**src/common/gopc_pkg.sv**
```systemverilog
// Constants for the output steering and pixel path control registers.
// Assumes a single 125 MHz system clock and a plain register port.
package gopc_pkg;

    ////////////////////////////////////////////////////////////////////////
    // Register port
    localparam int ADDR_W = 8;
    localparam int DATA_W = 32;
    localparam logic [7:0] OFS_STEER = 8'h00;
    localparam logic [7:0] OFS_PIXEL = 8'h04;
    localparam logic [31:0] STEER_RST = 32'h0000_0000;
    localparam logic [31:0] PIXEL_RST = 32'h0000_0000;
    // Bit 23 of the steering word reads as zero
    localparam logic [31:0] STEER_WMASK = 32'hFF7F_FFFF;
    // Only trim, eight-bit, clip, spare, bank reset and multiplier store
    localparam logic [31:0] PIXEL_WMASK = 32'hC0F0_F000;

    ////////////////////////////////////////////////////////////////////////
    // Steering word fields
    localparam int SEL_W = 3;
    localparam int SEL5_LSB = 15;
    localparam int SEL6_LSB = 18;
    localparam int GROUP_LSB = 21;
    localparam int HJUMP_LSB = 24;
    localparam int VJUMP_LSB = 28;
    localparam int JUMP_W = 4;

    ////////////////////////////////////////////////////////////////////////
    // Pixel path word fields
    localparam int REV_LSB = 0;
    localparam int REV_W = 12;
    localparam int TRIM_LSB = 12;
    localparam int KIND_LSB = 16;
    localparam int KIND_W = 4;
    localparam int EIGHT_BIT = 20;
    localparam int CLIP_BIT = 21;
    localparam int SPARE_BIT = 22;
    localparam int BANK_RST_BIT = 23;
    localparam int BANK_LSB = 24;
    localparam int BANK_W = 6;
    localparam int MUL_LSB = 30;
    localparam logic [1:0] MUL_DOUBLE = 2'h1;

    ////////////////////////////////////////////////////////////////////////
    // Pixel path constants
    localparam int TRIM_DEPTH = 8;
    localparam logic [2:0] TRIM_MAX = 3'h7;
    localparam int CLIP_HI = 32'h0000_00F0;
    localparam int CLIP_LO = 32'h0000_000F;
    localparam int ACTIVE_CLOCKS_PER_LINE_W = 17;

    ////////////////////////////////////////////////////////////////////////
    // Camera frames per DMA frame, by grouping code
    localparam logic [10:0] GROUP_N0 = 11'h001;
    localparam logic [10:0] GROUP_N1 = 11'h010;
    localparam logic [10:0] GROUP_N2 = 11'h080;
    localparam logic [10:0] GROUP_N3 = 11'h400;

    typedef enum logic [2:0] {
        SEL_HOST,
        SEL_TAB0,
        SEL_TAB1,
        SEL_TAB2,
        SEL_TAB3,
        SEL_CLOCK,
        SEL_WAVE,
        SEL_RSVD
    } gopc_sel_t;

endpackage

```
**src/logic/gopc_regs.sv**
```systemverilog
// Output steering, frame grouping and pixel path control registers.
// Assumes all inputs synchronous to i_sys_clk; plain register port.
//
// Function
// Output five selector: host bit, table outputs 0-3, clock, waveform.
// Output six selector uses the same eight-code encoding.
// Group 1, 16, 128 or 1024 camera frames per DMA frame.
// Horizontal jump index loads when line enable asserts.
// Vertical jump index loads when frame enable asserts.
// Software writes jump fields as run-length entry indices.
// Read-only 12-bit firmware revision in bits 11 to 0.
// Line enable delayed one to eight clocks by trim field.
// Read-only 4-bit firmware kind in bits 19 to 16.
// Eight-bit bit keeps only low eight bits of each lane.
// Clip bit saturates pixels to range 15 to 240.
// Bit 22 is plain storage with no effect.
// Bank reset bit holds starting bank at zero.
// Current starting bank readable in bits 29 to 24.
// Multiplier code one doubles the active clocks per line.
// Active clocks per line sets acquisition window length.
// Reserved selector codes drive low; reserved multiplier unscaled.
// Read-only fields ignore writes; trim and clip apply at line start.
//
// The plain strobed port and the register addresses were left to the implementer.
`timescale 1ns/1ps
module gopc_regs
    import gopc_pkg::*;
#(
    parameter int LANES = 2,
    parameter int PIX_W = 16,
    parameter logic [11:0] FW_REVISION = 12'h001, // Arbitrary value
    parameter logic [3:0] FW_KIND = 4'h1 // Arbitrary value
) (
    // Clock and reset
    input wire logic i_sys_clk,
    input wire logic i_reset,
    // Register port
    input wire logic [gopc_pkg::ADDR_W-1:0] i_addr,
    input wire logic [gopc_pkg::DATA_W-1:0] i_wdata,
    input wire logic i_wr,
    input wire logic i_rd,
    output logic [gopc_pkg::DATA_W-1:0] o_rdata,
    // Output steering sources and outputs
    input wire logic i_host_out_five,
    input wire logic i_host_out_six,
    input wire logic [3:0] i_table_out,
    input wire logic i_int_clock,
    input wire logic i_waveform,
    output logic o_general_output_five,
    output logic o_general_output_six,
    // Frame grouping
    input wire logic i_frame_end,
    output logic o_dma_frame_end,
    // Line and frame timing
    input wire logic i_line_enable,
    input wire logic i_frame_enable,
    output logic o_line_enable,
    output logic o_acq_window,
    output logic o_h_jump_load,
    output logic [gopc_pkg::JUMP_W-1:0] o_h_jump_index,
    output logic o_v_jump_load,
    output logic [gopc_pkg::JUMP_W-1:0] o_v_jump_index,
    // Line length
    input wire logic [gopc_pkg::ACTIVE_CLOCKS_PER_LINE_W-1:0] i_active_clocks_per_line,
    output logic [gopc_pkg::ACTIVE_CLOCKS_PER_LINE_W:0] o_line_window_clocks,
    // Pixel path
    input wire logic i_pixel_valid,
    input wire logic [LANES*PIX_W-1:0] i_pixel,
    output logic o_pixel_valid,
    output logic [LANES*PIX_W-1:0] o_pixel,
    // Starting bank
    input wire logic i_bank_update,
    input wire logic [gopc_pkg::BANK_W-1:0] i_bank_calc,
    output logic o_starting_bank_reset,
    output logic [gopc_pkg::BANK_W-1:0] o_starting_bank_value
);

    import gopc_pkg::*;

    ////////////////////////////////////////////////////////////////////////
    // Register file
    logic [31:0] steer, next_steer;
    logic [31:0] pixw, next_pixw;
    logic [31:0] next_rdata;
    logic [BANK_W-1:0] next_bank;

    always_comb begin
        next_steer = steer;
        next_pixw = pixw;
        if (i_wr && i_addr == OFS_STEER) begin
            next_steer = i_wdata & STEER_WMASK;
        end
        if (i_wr && i_addr == OFS_PIXEL) begin
            next_pixw = i_wdata & PIXEL_WMASK;
        end
        next_rdata = 32'h0000_0000;
        if (i_rd && i_addr == OFS_STEER) begin
            next_rdata = steer;
        end else if (i_rd && i_addr == OFS_PIXEL) begin
            next_rdata = pixw;
            next_rdata[REV_LSB +: REV_W] = FW_REVISION;
            next_rdata[KIND_LSB +: KIND_W] = FW_KIND;
            next_rdata[BANK_LSB +: BANK_W] = o_starting_bank_value;
        end
        next_bank = o_starting_bank_value;
        if (pixw[BANK_RST_BIT]) begin
            next_bank = '0;
        end else if (i_bank_update) begin
            next_bank = i_bank_calc;
        end
    end

    always_ff @(posedge i_sys_clk or posedge i_reset) begin
        if (i_reset) begin
            steer <= STEER_RST;
            pixw <= PIXEL_RST;
            o_rdata <= 32'h0000_0000;
            o_starting_bank_value <= '0;
        end else begin
            steer <= next_steer;
            pixw <= next_pixw;
            o_rdata <= next_rdata;
            o_starting_bank_value <= next_bank;
        end
    end

    assign o_starting_bank_reset = pixw[BANK_RST_BIT];

    ////////////////////////////////////////////////////////////////////////
    // Output steering; code 7 picks the constant low entry
    logic [2:0] sel5, sel6;
    logic [7:0] src5, src6;
    logic next_out5, next_out6;

    always_comb begin
        sel5 = steer[SEL5_LSB +: SEL_W];
        sel6 = steer[SEL6_LSB +: SEL_W];
        src5 = {1'b0, i_waveform, i_int_clock, i_table_out, i_host_out_five};
        src6 = {1'b0, i_waveform, i_int_clock, i_table_out, i_host_out_six};
        next_out5 = src5[sel5];
        next_out6 = src6[sel6];
    end

    always_ff @(posedge i_sys_clk or posedge i_reset) begin
        if (i_reset) begin
            o_general_output_five <= 1'b0;
            o_general_output_six <= 1'b0;
        end else begin
            o_general_output_five <= next_out5;
            o_general_output_six <= next_out6;
        end
    end

    ////////////////////////////////////////////////////////////////////////
    // Camera frames to DMA frames
    logic [10:0] grp_cnt, next_grp_cnt, grp_target;
    logic next_dma_end;

    always_comb begin
        unique case (steer[GROUP_LSB +: 2])
            2'h0: grp_target = GROUP_N0;
            2'h1: grp_target = GROUP_N1;
            2'h2: grp_target = GROUP_N2;
            2'h3: grp_target = GROUP_N3;
        endcase
        next_dma_end = i_frame_end && (grp_cnt + 11'h001 >= grp_target);
        next_grp_cnt = grp_cnt;
        if (next_dma_end) begin
            next_grp_cnt = 11'h000;
        end else if (i_frame_end) begin
            next_grp_cnt = grp_cnt + 11'h001;
        end
    end

    always_ff @(posedge i_sys_clk or posedge i_reset) begin
        if (i_reset) begin
            grp_cnt <= 11'h000;
            o_dma_frame_end <= 1'b0;
        end else begin
            grp_cnt <= next_grp_cnt;
            o_dma_frame_end <= next_dma_end;
        end
    end

    ////////////////////////////////////////////////////////////////////////
    // Line timing, jumps, trim and acquisition window
    logic line_prev, frame_prev, dline_prev, line_start, frame_start;
    logic [2:0] active_trim, next_trim, trim_sat;
    logic active_clip, next_clip;
    logic next_h_load, next_v_load;
    logic [JUMP_W-1:0] next_h_idx, next_v_idx;
    logic [ACTIVE_CLOCKS_PER_LINE_W:0] win_cnt, next_win_cnt, next_win_len;
    logic next_acq;

    always_comb begin
        line_start = i_line_enable & ~line_prev;
        frame_start = i_frame_enable & ~frame_prev;
        trim_sat = pixw[TRIM_LSB+3] ? TRIM_MAX : pixw[TRIM_LSB +: 3];
        next_trim = line_start ? trim_sat : active_trim;
        next_clip = line_start ? pixw[CLIP_BIT] : active_clip;
        next_h_load = line_start;
        next_h_idx = line_start ? steer[HJUMP_LSB +: JUMP_W] : o_h_jump_index;
        next_v_load = frame_start;
        next_v_idx = frame_start ? steer[VJUMP_LSB +: JUMP_W] : o_v_jump_index;
        next_win_len = (pixw[MUL_LSB +: 2] == MUL_DOUBLE)
            ? {i_active_clocks_per_line, 1'b0}
            : {1'b0, i_active_clocks_per_line};
        next_win_cnt = win_cnt;
        if (o_line_enable && !dline_prev) begin
            next_win_cnt = o_line_window_clocks;
        end else if (win_cnt != '0) begin
            next_win_cnt = win_cnt - 1'b1;
        end
        next_acq = next_win_cnt != '0;
    end

    always_ff @(posedge i_sys_clk or posedge i_reset) begin
        if (i_reset) begin
            line_prev <= 1'b0;
            frame_prev <= 1'b0;
            dline_prev <= 1'b0;
            active_trim <= 3'h0;
            active_clip <= 1'b0;
            o_h_jump_load <= 1'b0;
            o_h_jump_index <= '0;
            o_v_jump_load <= 1'b0;
            o_v_jump_index <= '0;
            o_line_window_clocks <= '0;
            win_cnt <= '0;
            o_acq_window <= 1'b0;
        end else begin
            line_prev <= i_line_enable;
            frame_prev <= i_frame_enable;
            dline_prev <= o_line_enable;
            active_trim <= next_trim;
            active_clip <= next_clip;
            o_h_jump_load <= next_h_load;
            o_h_jump_index <= next_h_idx;
            o_v_jump_load <= next_v_load;
            o_v_jump_index <= next_v_idx;
            o_line_window_clocks <= next_win_len;
            win_cnt <= next_win_cnt;
            o_acq_window <= next_acq;
        end
    end

    gopc_line_delay #(.DEPTH(TRIM_DEPTH)) u_line_delay (
        .i_sys_clk(i_sys_clk),
        .i_reset(i_reset),
        .i_line(i_line_enable),
        .i_delay(next_trim),
        .o_line(o_line_enable)
    );

    ////////////////////////////////////////////////////////////////////////
    // Pixel path: eight-bit mask then clip, one register stage
    logic [LANES-1:0][PIX_W-1:0] lane_next;
    logic chk_clip, chk_eight;

    for (genvar g = 0; g < LANES; g++) begin : g_lane
        always_comb begin
            logic [PIX_W-1:0] v;
            v = i_pixel[g*PIX_W +: PIX_W];
            if (pixw[EIGHT_BIT]) begin
                v = {{(PIX_W-8){1'b0}}, v[7:0]};
            end
            if (next_clip && v > PIX_W'(CLIP_HI)) begin
                v = PIX_W'(CLIP_HI);
            end else if (next_clip && v < PIX_W'(CLIP_LO)) begin
                v = PIX_W'(CLIP_LO);
            end
            lane_next[g] = v;
        end
    end

    always_ff @(posedge i_sys_clk or posedge i_reset) begin
        if (i_reset) begin
            o_pixel <= '0;
            o_pixel_valid <= 1'b0;
            chk_clip <= 1'b0;
            chk_eight <= 1'b0;
        end else begin
            o_pixel <= lane_next;
            o_pixel_valid <= i_pixel_valid;
            chk_clip <= next_clip;
            chk_eight <= pixw[EIGHT_BIT];
        end
    end
endmodule

```
**src/logic/gopc_line_delay.sv**
```systemverilog
// Programmable delay line for the line enable, whole clocks.
// Assumes the delay select only changes at a line start.
`timescale 1ns/1ps
module gopc_line_delay #(
    parameter int DEPTH = 8
) (
    // Clock and reset
    input wire logic i_sys_clk,
    input wire logic i_reset,
    // Line in, delay, line out
    input wire logic i_line,
    input wire logic [$clog2(DEPTH)-1:0] i_delay,
    output logic o_line
);

    logic [DEPTH-2:0] taps;
    logic [DEPTH-2:0] next_taps;
    logic next_line;

    always_comb begin
        next_taps = {taps[DEPTH-3:0], i_line};
        if (i_delay == '0) begin
            next_line = i_line;
        end else begin
            next_line = taps[i_delay - 1'b1];
        end
    end

    always_ff @(posedge i_sys_clk or posedge i_reset) begin
        if (i_reset) begin
            taps <= '0;
            o_line <= 1'b0;
        end else begin
            taps <= next_taps;
            o_line <= next_line;
        end
    end

endmodule

```
**config.mk**
```make
export PLATFORM = sky130hd
export DESIGN_NAME = gopc_regs
export DESIGN_NICKNAME = d
export VERILOG_FILES = /design/src/common/gopc_pkg.sv /design/src/logic/gopc_regs.sv /design/src/logic/gopc_line_delay.sv
export SDC_FILE = /design/constraint.sdc
export NUM_CORES = 1
export LEC_CHECK = 0
export BUFFER_PORTS_ARGS = -buffer_cell sky130_fd_sc_hd__buf_4
export CORE_ASPECT_RATIO = 0.7
export CORE_MARGIN = 2
export CORE_UTILIZATION = 52
export CTS_CLUSTER_SIZE = 40
export DETAILED_ROUTE_END_ITERATION = 10
export PLACE_DENSITY_LB_ADDON = 0.25
export SLEW_MARGIN = 20
export SYNTH_ARGS = -nofsm -noshare
export SYNTH_HDL_FRONTEND = slang
export SYNTH_HIERARCHICAL = 1
export SYNTH_SLANG_ARGS = --single-unit
```
**constraint.sdc**
```tcl
create_clock -name i_sys_clk -period 7.47 [get_ports i_sys_clk]
set_clock_uncertainty 0.05 [all_clocks]
set_input_delay 0.747 -clock i_sys_clk [delete_from_list [all_inputs] [get_ports i_sys_clk]]
set_output_delay 0.747 -clock i_sys_clk [all_outputs]
set_load 0.01 [all_outputs]
```
# Yosys cells after proc, flatten, opt, wreduce, memory -nomap -nowiden
# Index checks and enable logic that the tools add are counted.
# totals
input_bits	112
elab_cells	88
out_inout_bits	105
reg_bits	188
# classes
reduce_logical	18
magnitude_cmp	8
eq_ne	5
bitwise	4
addsub	3
muxes	26
# ops
cell	n
$mux W16	6
$mux W32	2
$mux W18	3
$pmux W11 S4	1
$reduce_bool A18 Y1	2
$gt A16 B8 Y1 const B	2
$lt A16 B4 Y1 const B	2
$mux W11	2
$sub A18 B1 Y18 const B	1
$lt A3 B4 Y1 const B	3
$mux W6	2
$add A11 B1 Y11 const B	1
$ge A11 B11 Y1	1
$logic_and A1 B1 Y1	10
$bmux W1 S3	3
$eq A8 B3 Y1 const B	1
$logic_not A8 Y1	1
$mux W3	2
$mux W1	5
$eq A2 B1 Y1 const B	2
$eq A2 B2 Y1 const B	2
$reduce_bool A2 Y1	2
$logic_not A3 Y1	1
$sub A3 B1 Y3 const B	1
4 further kinds	6

# Logic depth before layout (Yosys ltp)
# Gate-level depths: netlist of the first run.
# logic_depth
word_depth	7
depth_mapped	13
mapped_depth_nobuf	11

# Hierarchy
# Netlist of the first run, hierarchy kept.
# by_module_without_submodules
mod	area_per_inst_um2	n_inst	cells_each	seq_area_each_um2
gopc_regs	7568.5	1	621	4504.3
gopc_line_delay	324.1	1	23	200.2

# Least setup slack after synthesis of the first run
# No wires, ideal clock.
# synth_timing
path_kind	reg-to-reg
from	register grp_cnt[0]
to	register grp_cnt[5]
slack_ns	4.668
t_arrival_ns	2.668
n_path_buf	2
period_less_slack_ns	2.802
required_time_ns	7.336
setup_time_ns	0.084
path_stages_with_launch	14
cell_sequence	dfrtp_1 -> ha_1 -> and3_1 -> clkbuf_1 -> nand2_1 -> nand2_1 -> ha_1 -> o41ai_1 -> a21oi_1 -> o311a_1 -> a211oi_1 -> clkbuf_1 -> a21boi_1 -> o22ai_1
# synth_via
elab_chain_cells	4
word_cells_on_any_way	6
cone_classes	1 x add/sub; 1 x order compare; 2 x mux; 2 x reduce/logical
# synth_lines
element	line_no	rtl
start, declared	gopc_regs.sv:156	logic [10:0] grp_cnt, next_grp_cnt, grp_target;
start signal, assigned	gopc_regs.sv:180	grp_cnt <= next_grp_cnt;
$add A11 B1 Y11 *	gopc_regs.sv:166, gopc_regs.sv:171	
$ge A11 B11 Y1	gopc_regs.sv:166	next_dma_end = i_frame_end && (grp_cnt + 11'h001 >= grp_target);
$logic_and A1 B1 Y1	gopc_regs.sv:166	
$mux W11 or $reduce_bool A2 Y1 (tied branches)	-	
# Mark *: on every way between the ends. The rest lies on a longest branch, timed or not. The select of a mux whose other input is x is not followed.
# A chain may end at the register's enable or synchronous reset.

# Worst setup path in the final report of the first run
# layout_timing
from	register win_cnt[0]
to	register o_acq_window
# layout_via
elab_chain_cells	4
word_cells_on_any_way	5
cone_classes	1 x add/sub; 2 x mux; 2 x reduce/logical
# layout_lines
element	line_no	rtl
start, declared	gopc_regs.sv:192	logic [ACTIVE_CLOCKS_PER_LINE_W:0] win_cnt, next_win_cnt, next_win_len;
start signal, assigned	gopc_regs.sv:242	win_cnt <= next_win_cnt;
$sub A18 B1 Y18 or $reduce_bool A18 Y1 (tied branches)	gopc_regs.sv:212, gopc_regs.sv:211	
$mux W18 *	gopc_regs.sv:211	end else if (win_cnt != '0) begin
$mux W18 *	gopc_regs.sv:209	if (o_line_enable && !dline_prev) begin
$reduce_bool A18 Y1 *	gopc_regs.sv:214	next_acq = next_win_cnt != '0;
net next_acq	gopc_regs.sv:193	logic next_acq;
end signal, assigned	gopc_regs.sv:243	o_acq_window <= next_acq;
end, declared	gopc_regs.sv:58	output logic o_acq_window,
# Mark *: on every way through the listed nets, which the timed path passes. The rest lies on a longest branch.

==> run_results.csv, run 1 <==
group,metric,value,unit
pwr,ir_worst_vdd,0.000163,V
min_path,hold_path.class,"in -> async",
finish,fill_cells,1062,
clock_tree,htreeDepth,4,
pwr,p_int,0.00184,W
pwr,pwr-share-comb,0.160,
floorplan,core,0.0148,mm^2
synthesis,synth_common_cells,"188 x dfrtp_1, 66 x mux2_2, 60 x nor2_1",
worst_setup_path,critPathArrivalTime,3.34,ns
finish,area_delta_synth_final,30.5,%
clock_tree,root_buffer,"clkbuf_16",
pwr,power,0.00253,W
floorplan,num_io_pins,217,
sta,tightest_slew,0.936,ns
synthesis,synthTopCellsByArea,"dfrtp_1 60%, mux2_2 9.4%, mux2i_1 3.4%, nor2_1 2.9%, and2_1 2.4%",
clock_tree,path_clk_slew,0.07,ns
global_route,grt_usage,0.252,
detailed_routing,wl_per_cell,18.1,um
clock_tree,cts_buffers,17,
worst_setup_path,cp_slowest_cell,"or4_1",
synthesis,synth_seq_cells,188,
synthesis,synthFlopType,"dfrtp_1",
synthesis,ys_types,63,
synthesis,synth_most_common_cell,"dfrtp_1",
clock_tree,clk_latency,0.43,ns
floorplan,die_h,107,um
global_route,grt_first_pass_wirelength,30.9,mm
sta,setup_viol,0,
pwr,sw_frac_of_total,0.273,
detailed_routing,dr.pass1.iters,5,
synthesis,syn-num-nets,764,
detailed_routing,drtIter0Drc,490,
synthesis,yosysSeqAreaShare,0.596,
sta,rsz0062_at_grt,"false",
clock_tree,cts_tree,"done",
synthesis,synth_edf_count,0,
run,maxCapViolations,0,
finish,diodes,0,
worst_setup_path,path_class,"reg -> reg",
synthesis,post_synth.cell_area_avg,12.3,um^2
placed_design,port_buffers,216,
finish,final_util,0.698,
synthesis,synth_top_cell_by_area,"dfrtp_1",
detailed_routing,drt-total-wl,19.3,mm
sta,finalCritPeriodShare,0.418,
worst_setup_path,critical_path.max_fanout,7,
worst_setup_path,start_kind,"register",
pwr,p_per_area,246,mW/mm^2
sta,fin_tns_setup,0,ns
finish,final_nets,982,
pwr,leakagePower,4.97,nW
synthesis,synth_warnings,6,
clock_tree,numClockSinks,188,
clock_tree,ctsHoldBuffers,0,
synthesis,async_reset_ff_frac,1.00,
worst_setup_path,cp_cell_sequence,"or4_1, or4_4, a2111oi_4, xor2_1, o32a_2, nor4b_1, nand4_1",
synthesis,synth.top_cell.area_share,0.596,
clock_tree,cts_setup_buffers,0,
pwr,pwr-share-seq,0.473,
floorplan,initial_core_util,0.534,
detailed_routing,drc_errors,0,
global_route,overflow,0,
pwr,p_switching,0.000691,W
sta,hold_viol,0,
sta,final_max_slew_viol_count,0,
global_route,grt_max_degree,108,
synthesis,synthCells,644,
sta,fin_crit,3.12,ns
sta,max_freq,0.320,GHz
placed_design,place_congestion,0.885,
pwr,power_frac_clock,0.366,
floorplan,fp-row-count,37,
floorplan,die_w,151,um
detailed_routing,ant_nets,0,
worst_setup_path,end_kind,"register",
synthesis,syn-cell-area,0.00789,mm^2
finish,drive_gt1_frac,0.381,
detailed_routing,viasPerCell,5.47,
placed_design,dpl.hpwl,14.3,mm
floorplan,dieArea,0.0162,mm^2
global_route,grt_pass1_vias,6034,
clock_tree,clockBufferDepth,2,
worst_setup_path,crit_required,7.69,ns
detailed_routing,vias,5849,
global_route,grt_antenna_before_repair,0,
outcome,status,"complete, no violations",
worst_setup_path,max_stage_delay,0.69,ns
clock_tree,cts_resized,0,
sta,slew_headroom,0.376,
==> sequential cells by signal, summed over array words and instances (netlist names), 3 cells and up <==
name,cells
grp_cnt,11
o_h_jump_index,4
steer,31
u_line_delay/taps,7
o_line_window_clocks,18
o_starting_bank_value,6
o_v_jump_index,4
pixw,10
win_cnt,18
o_pixel,32
active_trim,3
o_rdata,32
==> cells in the final DEF, fill, tap and decap left out, types with 22 or more instances in the layout <==
| cell | synthesis | layout |
|---|---|---|
| and2_1 | 30 | 30 |
| buf_4 | 0 | 222 |
| dfrtp_1 | 188 | 188 |
| inv_1 | 23 | 22 |
| mux2_2 | 66 | 66 |
| mux2i_1 | 27 | 27 |
| nand2_1 | 30 | 30 |
| nor2_1 | 60 | 60 |
==> metal layers <==
| layer | GRT usage | vias up | wire (um) |
|---|---|---|---|
| met3 | 0.0953 | 25 | 1750 |
| met5 | 0 | - | 0 |
| met2 | 0.393 | 229 | 9140 |
| li1 | - | 2695 | - |
| met1 | 0.326 | 2900 | 8090 |
| met4 | 0.0848 | 0 | 344 |
==> cell families after synthesis <==
| logic type | Yosys count | share of synthesized area |
|---|---|---|
| muxes | 96 | 0.137 |
| AOI/OAI and AO/OA | 78 | 0.0691 |
| DFF | 188 | 0.596 |
| buffers and inverters | 46 | 0.0250 |
| xor gates and xnor gates | 12 | 0.0133 |
| and+or+nand+nor | 216 | 0.146 |
| adders and majority gates | 8 | 0.0127 |
==> worst paths after layout <==
kind                                      startpoint                    to  slack, ns  cells past startpoint
min in group i_sys_clk          u_line_delay/taps[5]  u_line_delay/taps[6]       0.34                      0
worst max register to register            win_cnt[0]          o_acq_window       4.35                      7
worst max-delay path                      win_cnt[0]          o_acq_window       4.35                      7
max in group asynchronous                    i_reset           win_cnt[10]       5.42                      3
worst min register to register  u_line_delay/taps[5]  u_line_delay/taps[6]       0.34                      0
worst min-delay path                         i_reset  u_line_delay/taps[1]       0.23                      2
==> power groups by stage <==
stage	Clock (W)	Sequential (W)	Combinational (W)
3_3_place_gp	0	0.00120	0.000390
4_1_cts	0.000943	0.00119	0.000407
5_1_grt	0.000990	0.00121	0.000449
3_5_place_dp	0	0.00121	0.000403
6_report	0.000927	0.00120	0.000406
2_1_floorplan	0	0.00120	0.000238
==> worst max-delay path, delay by kind of cell, from the launching register on <==
family	cells	cell delay [ns]
flops	1	0.44
compound gates	2	0.57
simple gates	4	1.76
xor+xnor	1	0.14
==> final cells by class <==
| type | instances | area (um^2) | share of cell area |
|---|---|---|---|
| Clock buffer | 20 | 447 | 0.0434 |
| Clock inverter | 12 | 160 | 0.0155 |
| Inverter | 23 | 91.3 | 0.00886 |
| Multi-Input combinational cell | 410 | 2990 | 0.290 |
| Sequential cell | 188 | 4700 | 0.457 |
| Tap cell | 195 | 244 | 0.0237 |
| Timing Repair Buffer | 222 | 1670 | 0.162 |
==> metrics by stage <==
step / worst slack (ns) / cells / hold WS (ns) / cell area [um^2]
global route: 4.17 / 1070 / 0.241 / 10300
floorplan: 1.79 / 644 / 0.296 / 7890
global placement: 4.26 / 1038 / 0.307 / 9700
CTS: 4.35 / 1070 / 0.226 / 10300
detailed placement: 4.11 / 1038 / 0.317 / 9700
finish: 4.35 / 1070 / 0.234 / 10300
No activity file was read; power rests on OpenSTA's default activity.
==> run 2: changes to the inputs <==
- CORE_UTILIZATION: 52 -> 47
- clock period: 7.47 -> 2.55 ns (I/O delays scaled with it)
==> run 2 against run 1 <==
The run now ends with negative setup slack left. Wire length increased by 12%. Combinational power increased to 3.9 times the previous value. Critical path depth unchanged. Power increased to 3.1 times the previous value. First-iteration DRC count decreased by 16%. Hold slack got worse by 0.22 ns. Via count increased by 7.5%. Final area increased by 9.4%. Critical endpoint unchanged. Highest routed layer unchanged.
==> run_results.csv, run 2 (synthesized netlist as in run 1, its figures left out) <==
group,metric,value,unit
detailed_routing,viasPerCell,5.27,
worst_setup_path,crit_required,2.80,ns
global_route,grt_antenna_before_repair,0,
sta,rsz0062_at_grt,"true",
global_route,grt_first_pass_wirelength,35.0,mm
finish,final_common_cell,"buf_4",
sta,finalCritPeriodShare,1.02,
min_path,hold_path.class,"in -> reg",
finish,diodes,0,
detailed_routing,vias,6286,
worst_setup_path,r2r_cells,7,
pwr,p_per_area,688,mW/mm^2
global_route,overflow,0,
worst_setup_path,critPathArrivalTime,2.86,ns
finish,design_area,0.0113,mm^2
floorplan,dieArea,0.0179,mm^2
placed_design,place_congestion,0.865,
outcome,violations,"negative setup slack",
floorplan,die_h,112,um
finish,drive_gt1_frac,0.402,
outcome,status,"complete, but fails checks",
clock_tree,cts_buffers,17,
worst_setup_path,endpoint,"o_acq_window",
detailed_routing,drc_errors,0,
detailed_routing,ant_nets,0,
worst_setup_path,critical_path.max_fanout,4,
finish,fill_cells,1234,
clock_tree,clk_latency,0.43,ns
floorplan,die_w,159,um
worst_setup_path,start_kind,"register",
worst_setup_path,critPathLaunch,"win_cnt[10]",
sta,tightest_slew,0.672,ns
placed_design,place_area,0.0101,mm^2
worst_setup_path,regToRegSetupSlack,-0.06,ns
floorplan,initial_core_util,0.481,
sta,setup_viol,12,
worst_setup_path,path_class,"reg -> reg",
sta,slew_headroom,0.551,
worst_setup_path,rr_startpoint,"win_cnt[10]",
floorplan,num_io_pins,217,
clock_tree,numClockSinks,188,
pwr,leakagePower,5.42,nW
worst_setup_path,end_kind,"register",
sta,max_freq,0.383,GHz
finish,area_delta_synth_final,42.8,%
pwr,ir_worst_vdd,0.000396,V
finish,top_regs,"o_pixel (32), o_rdata (32), steer (31)",
global_route,grt_usage,0.250,
sta,hold_viol,0,
detailed_routing,drtIter0Drc,413,
detailed_routing,dr.pass1.iters,5,
detailed_routing,wl_per_cell,18.2,um
worst_setup_path,timing.rr.end,"o_acq_window",
clock_tree,cts_tree,"done",
finish,final_cell_mix,"259 x buf_4, 188 x dfrtp_1, 66 x mux2_2",
placed_design,pre_cts_slack,-0.0564,ns
clock_tree,htreeDepth,4,
clock_tree,clockBufferDepth,2,
sta,setup_ws,-0.0602,ns
placed_design,port_buffers,216,
global_route,grt_max_degree,109,
run,maxCapViolations,0,
clock_tree,path_clk_slew,0.07,ns
finish,multi_input_area,0.00306,mm^2
sta,holdWs,0.0117,ns
detailed_routing,drt-total-wl,21.7,mm
finish,regArea,0.00470,mm^2
floorplan,fp-row-count,39,
floorplan,core,0.0164,mm^2
sta,fin_crit,2.61,ns
global_route,grt_pass1_vias,6754,
sta,final_max_slew_viol_count,0,
finish,final_nets,1075,
clock_tree,root_buffer,"clkbuf_16",
placed_design,dpl.hpwl,15.4,mm
[run 2: cell types whose count changed in the layout (fill, tap and decap cells not counted), sizes merged]
cell         previous run  this run
clkbuf                 20        21
bufinv                  3         2
dlygate4sd3             0        51
inv                    27        26
clkinvlp                1         2
buf                   222       264
[run 2: how the worst min path moves through the flow]
stage                start                   end  slack (ns)  depth (start not counted)
2_1_floorplan      i_reset   u_line_delay/o_line        0.02                          1
3_3_place_gp       i_reset  u_line_delay/taps[3]        0.19                          2
3_5_place_dp       i_reset  u_line_delay/taps[5]        0.20                          2
4_1_cts        i_pixel[18]           o_pixel[18]      0.0002                          2
5_1_grt        i_wdata[29]             steer[29]     0.00003                          2
6_report       i_pixel[18]           o_pixel[18]        0.01                          2
[run 2: cell type report]
class | count | share of cell area
sequential | 188 | 0.417
multi-input combinational | 410 | 0.272
timing repair buffer | 315 | 0.225
clock buffer | 21 | 0.0417
tap | 225 | 0.0250
clock inverter | 11 | 0.0115
inverter | 23 | 0.00799
[run 2: power breakdown]
| group | internal, W | leakage (nW) | switching (W) |
|---|---|---|---|
| registers | 0.00323 | 2.41 | 0.000221 |
| clock network | 0.00154 | 0.295 | 0.00117 |
| logic | 0.000812 | 2.72 | 0.000780 |
[run 2: worst max-delay path, cell delays in order (launching register included)]
cell and delay, ns:
dfrtp_1 0.41, or4_4 0.55, or4_4 0.56, a2111oi_4 0.24, xor2_1 0.15, o32a_2 0.20
nor4b_2 0.21, nand4_1 0.11
[run 2: stage by stage]
step	power [W]	utilization	instances	setup TNS, ns
3_3_place_gp	0.00489	0.615	1105	0
3_5_place_dp	0.00494	0.615	1105	-0.155
2_1_floorplan	0.00423	-	644	-11.46
4_1_cts	0.00775	0.683	1188	-0.388
6_report	0.00775	0.687	1193	-0.392
5_1_grt	0.00808	0.687	1193	-2.01
[run 2: metal layers]
metal,track usage,share of wire
met1,0.334,0.44
met2,0.388,0.46
met3,0.0976,0.085
met4,0.0673,0.016
met5,0,0
[run 2: repair_timing]
action,4_1_cts,5_1_grt
hold buffers,48,3
setup buffers,2,2
gates resized for setup,8,6
endpoints found under the setup margin,12,14
pin swaps,6,5
cloned,1,0
hold endpoints to repair,128,3
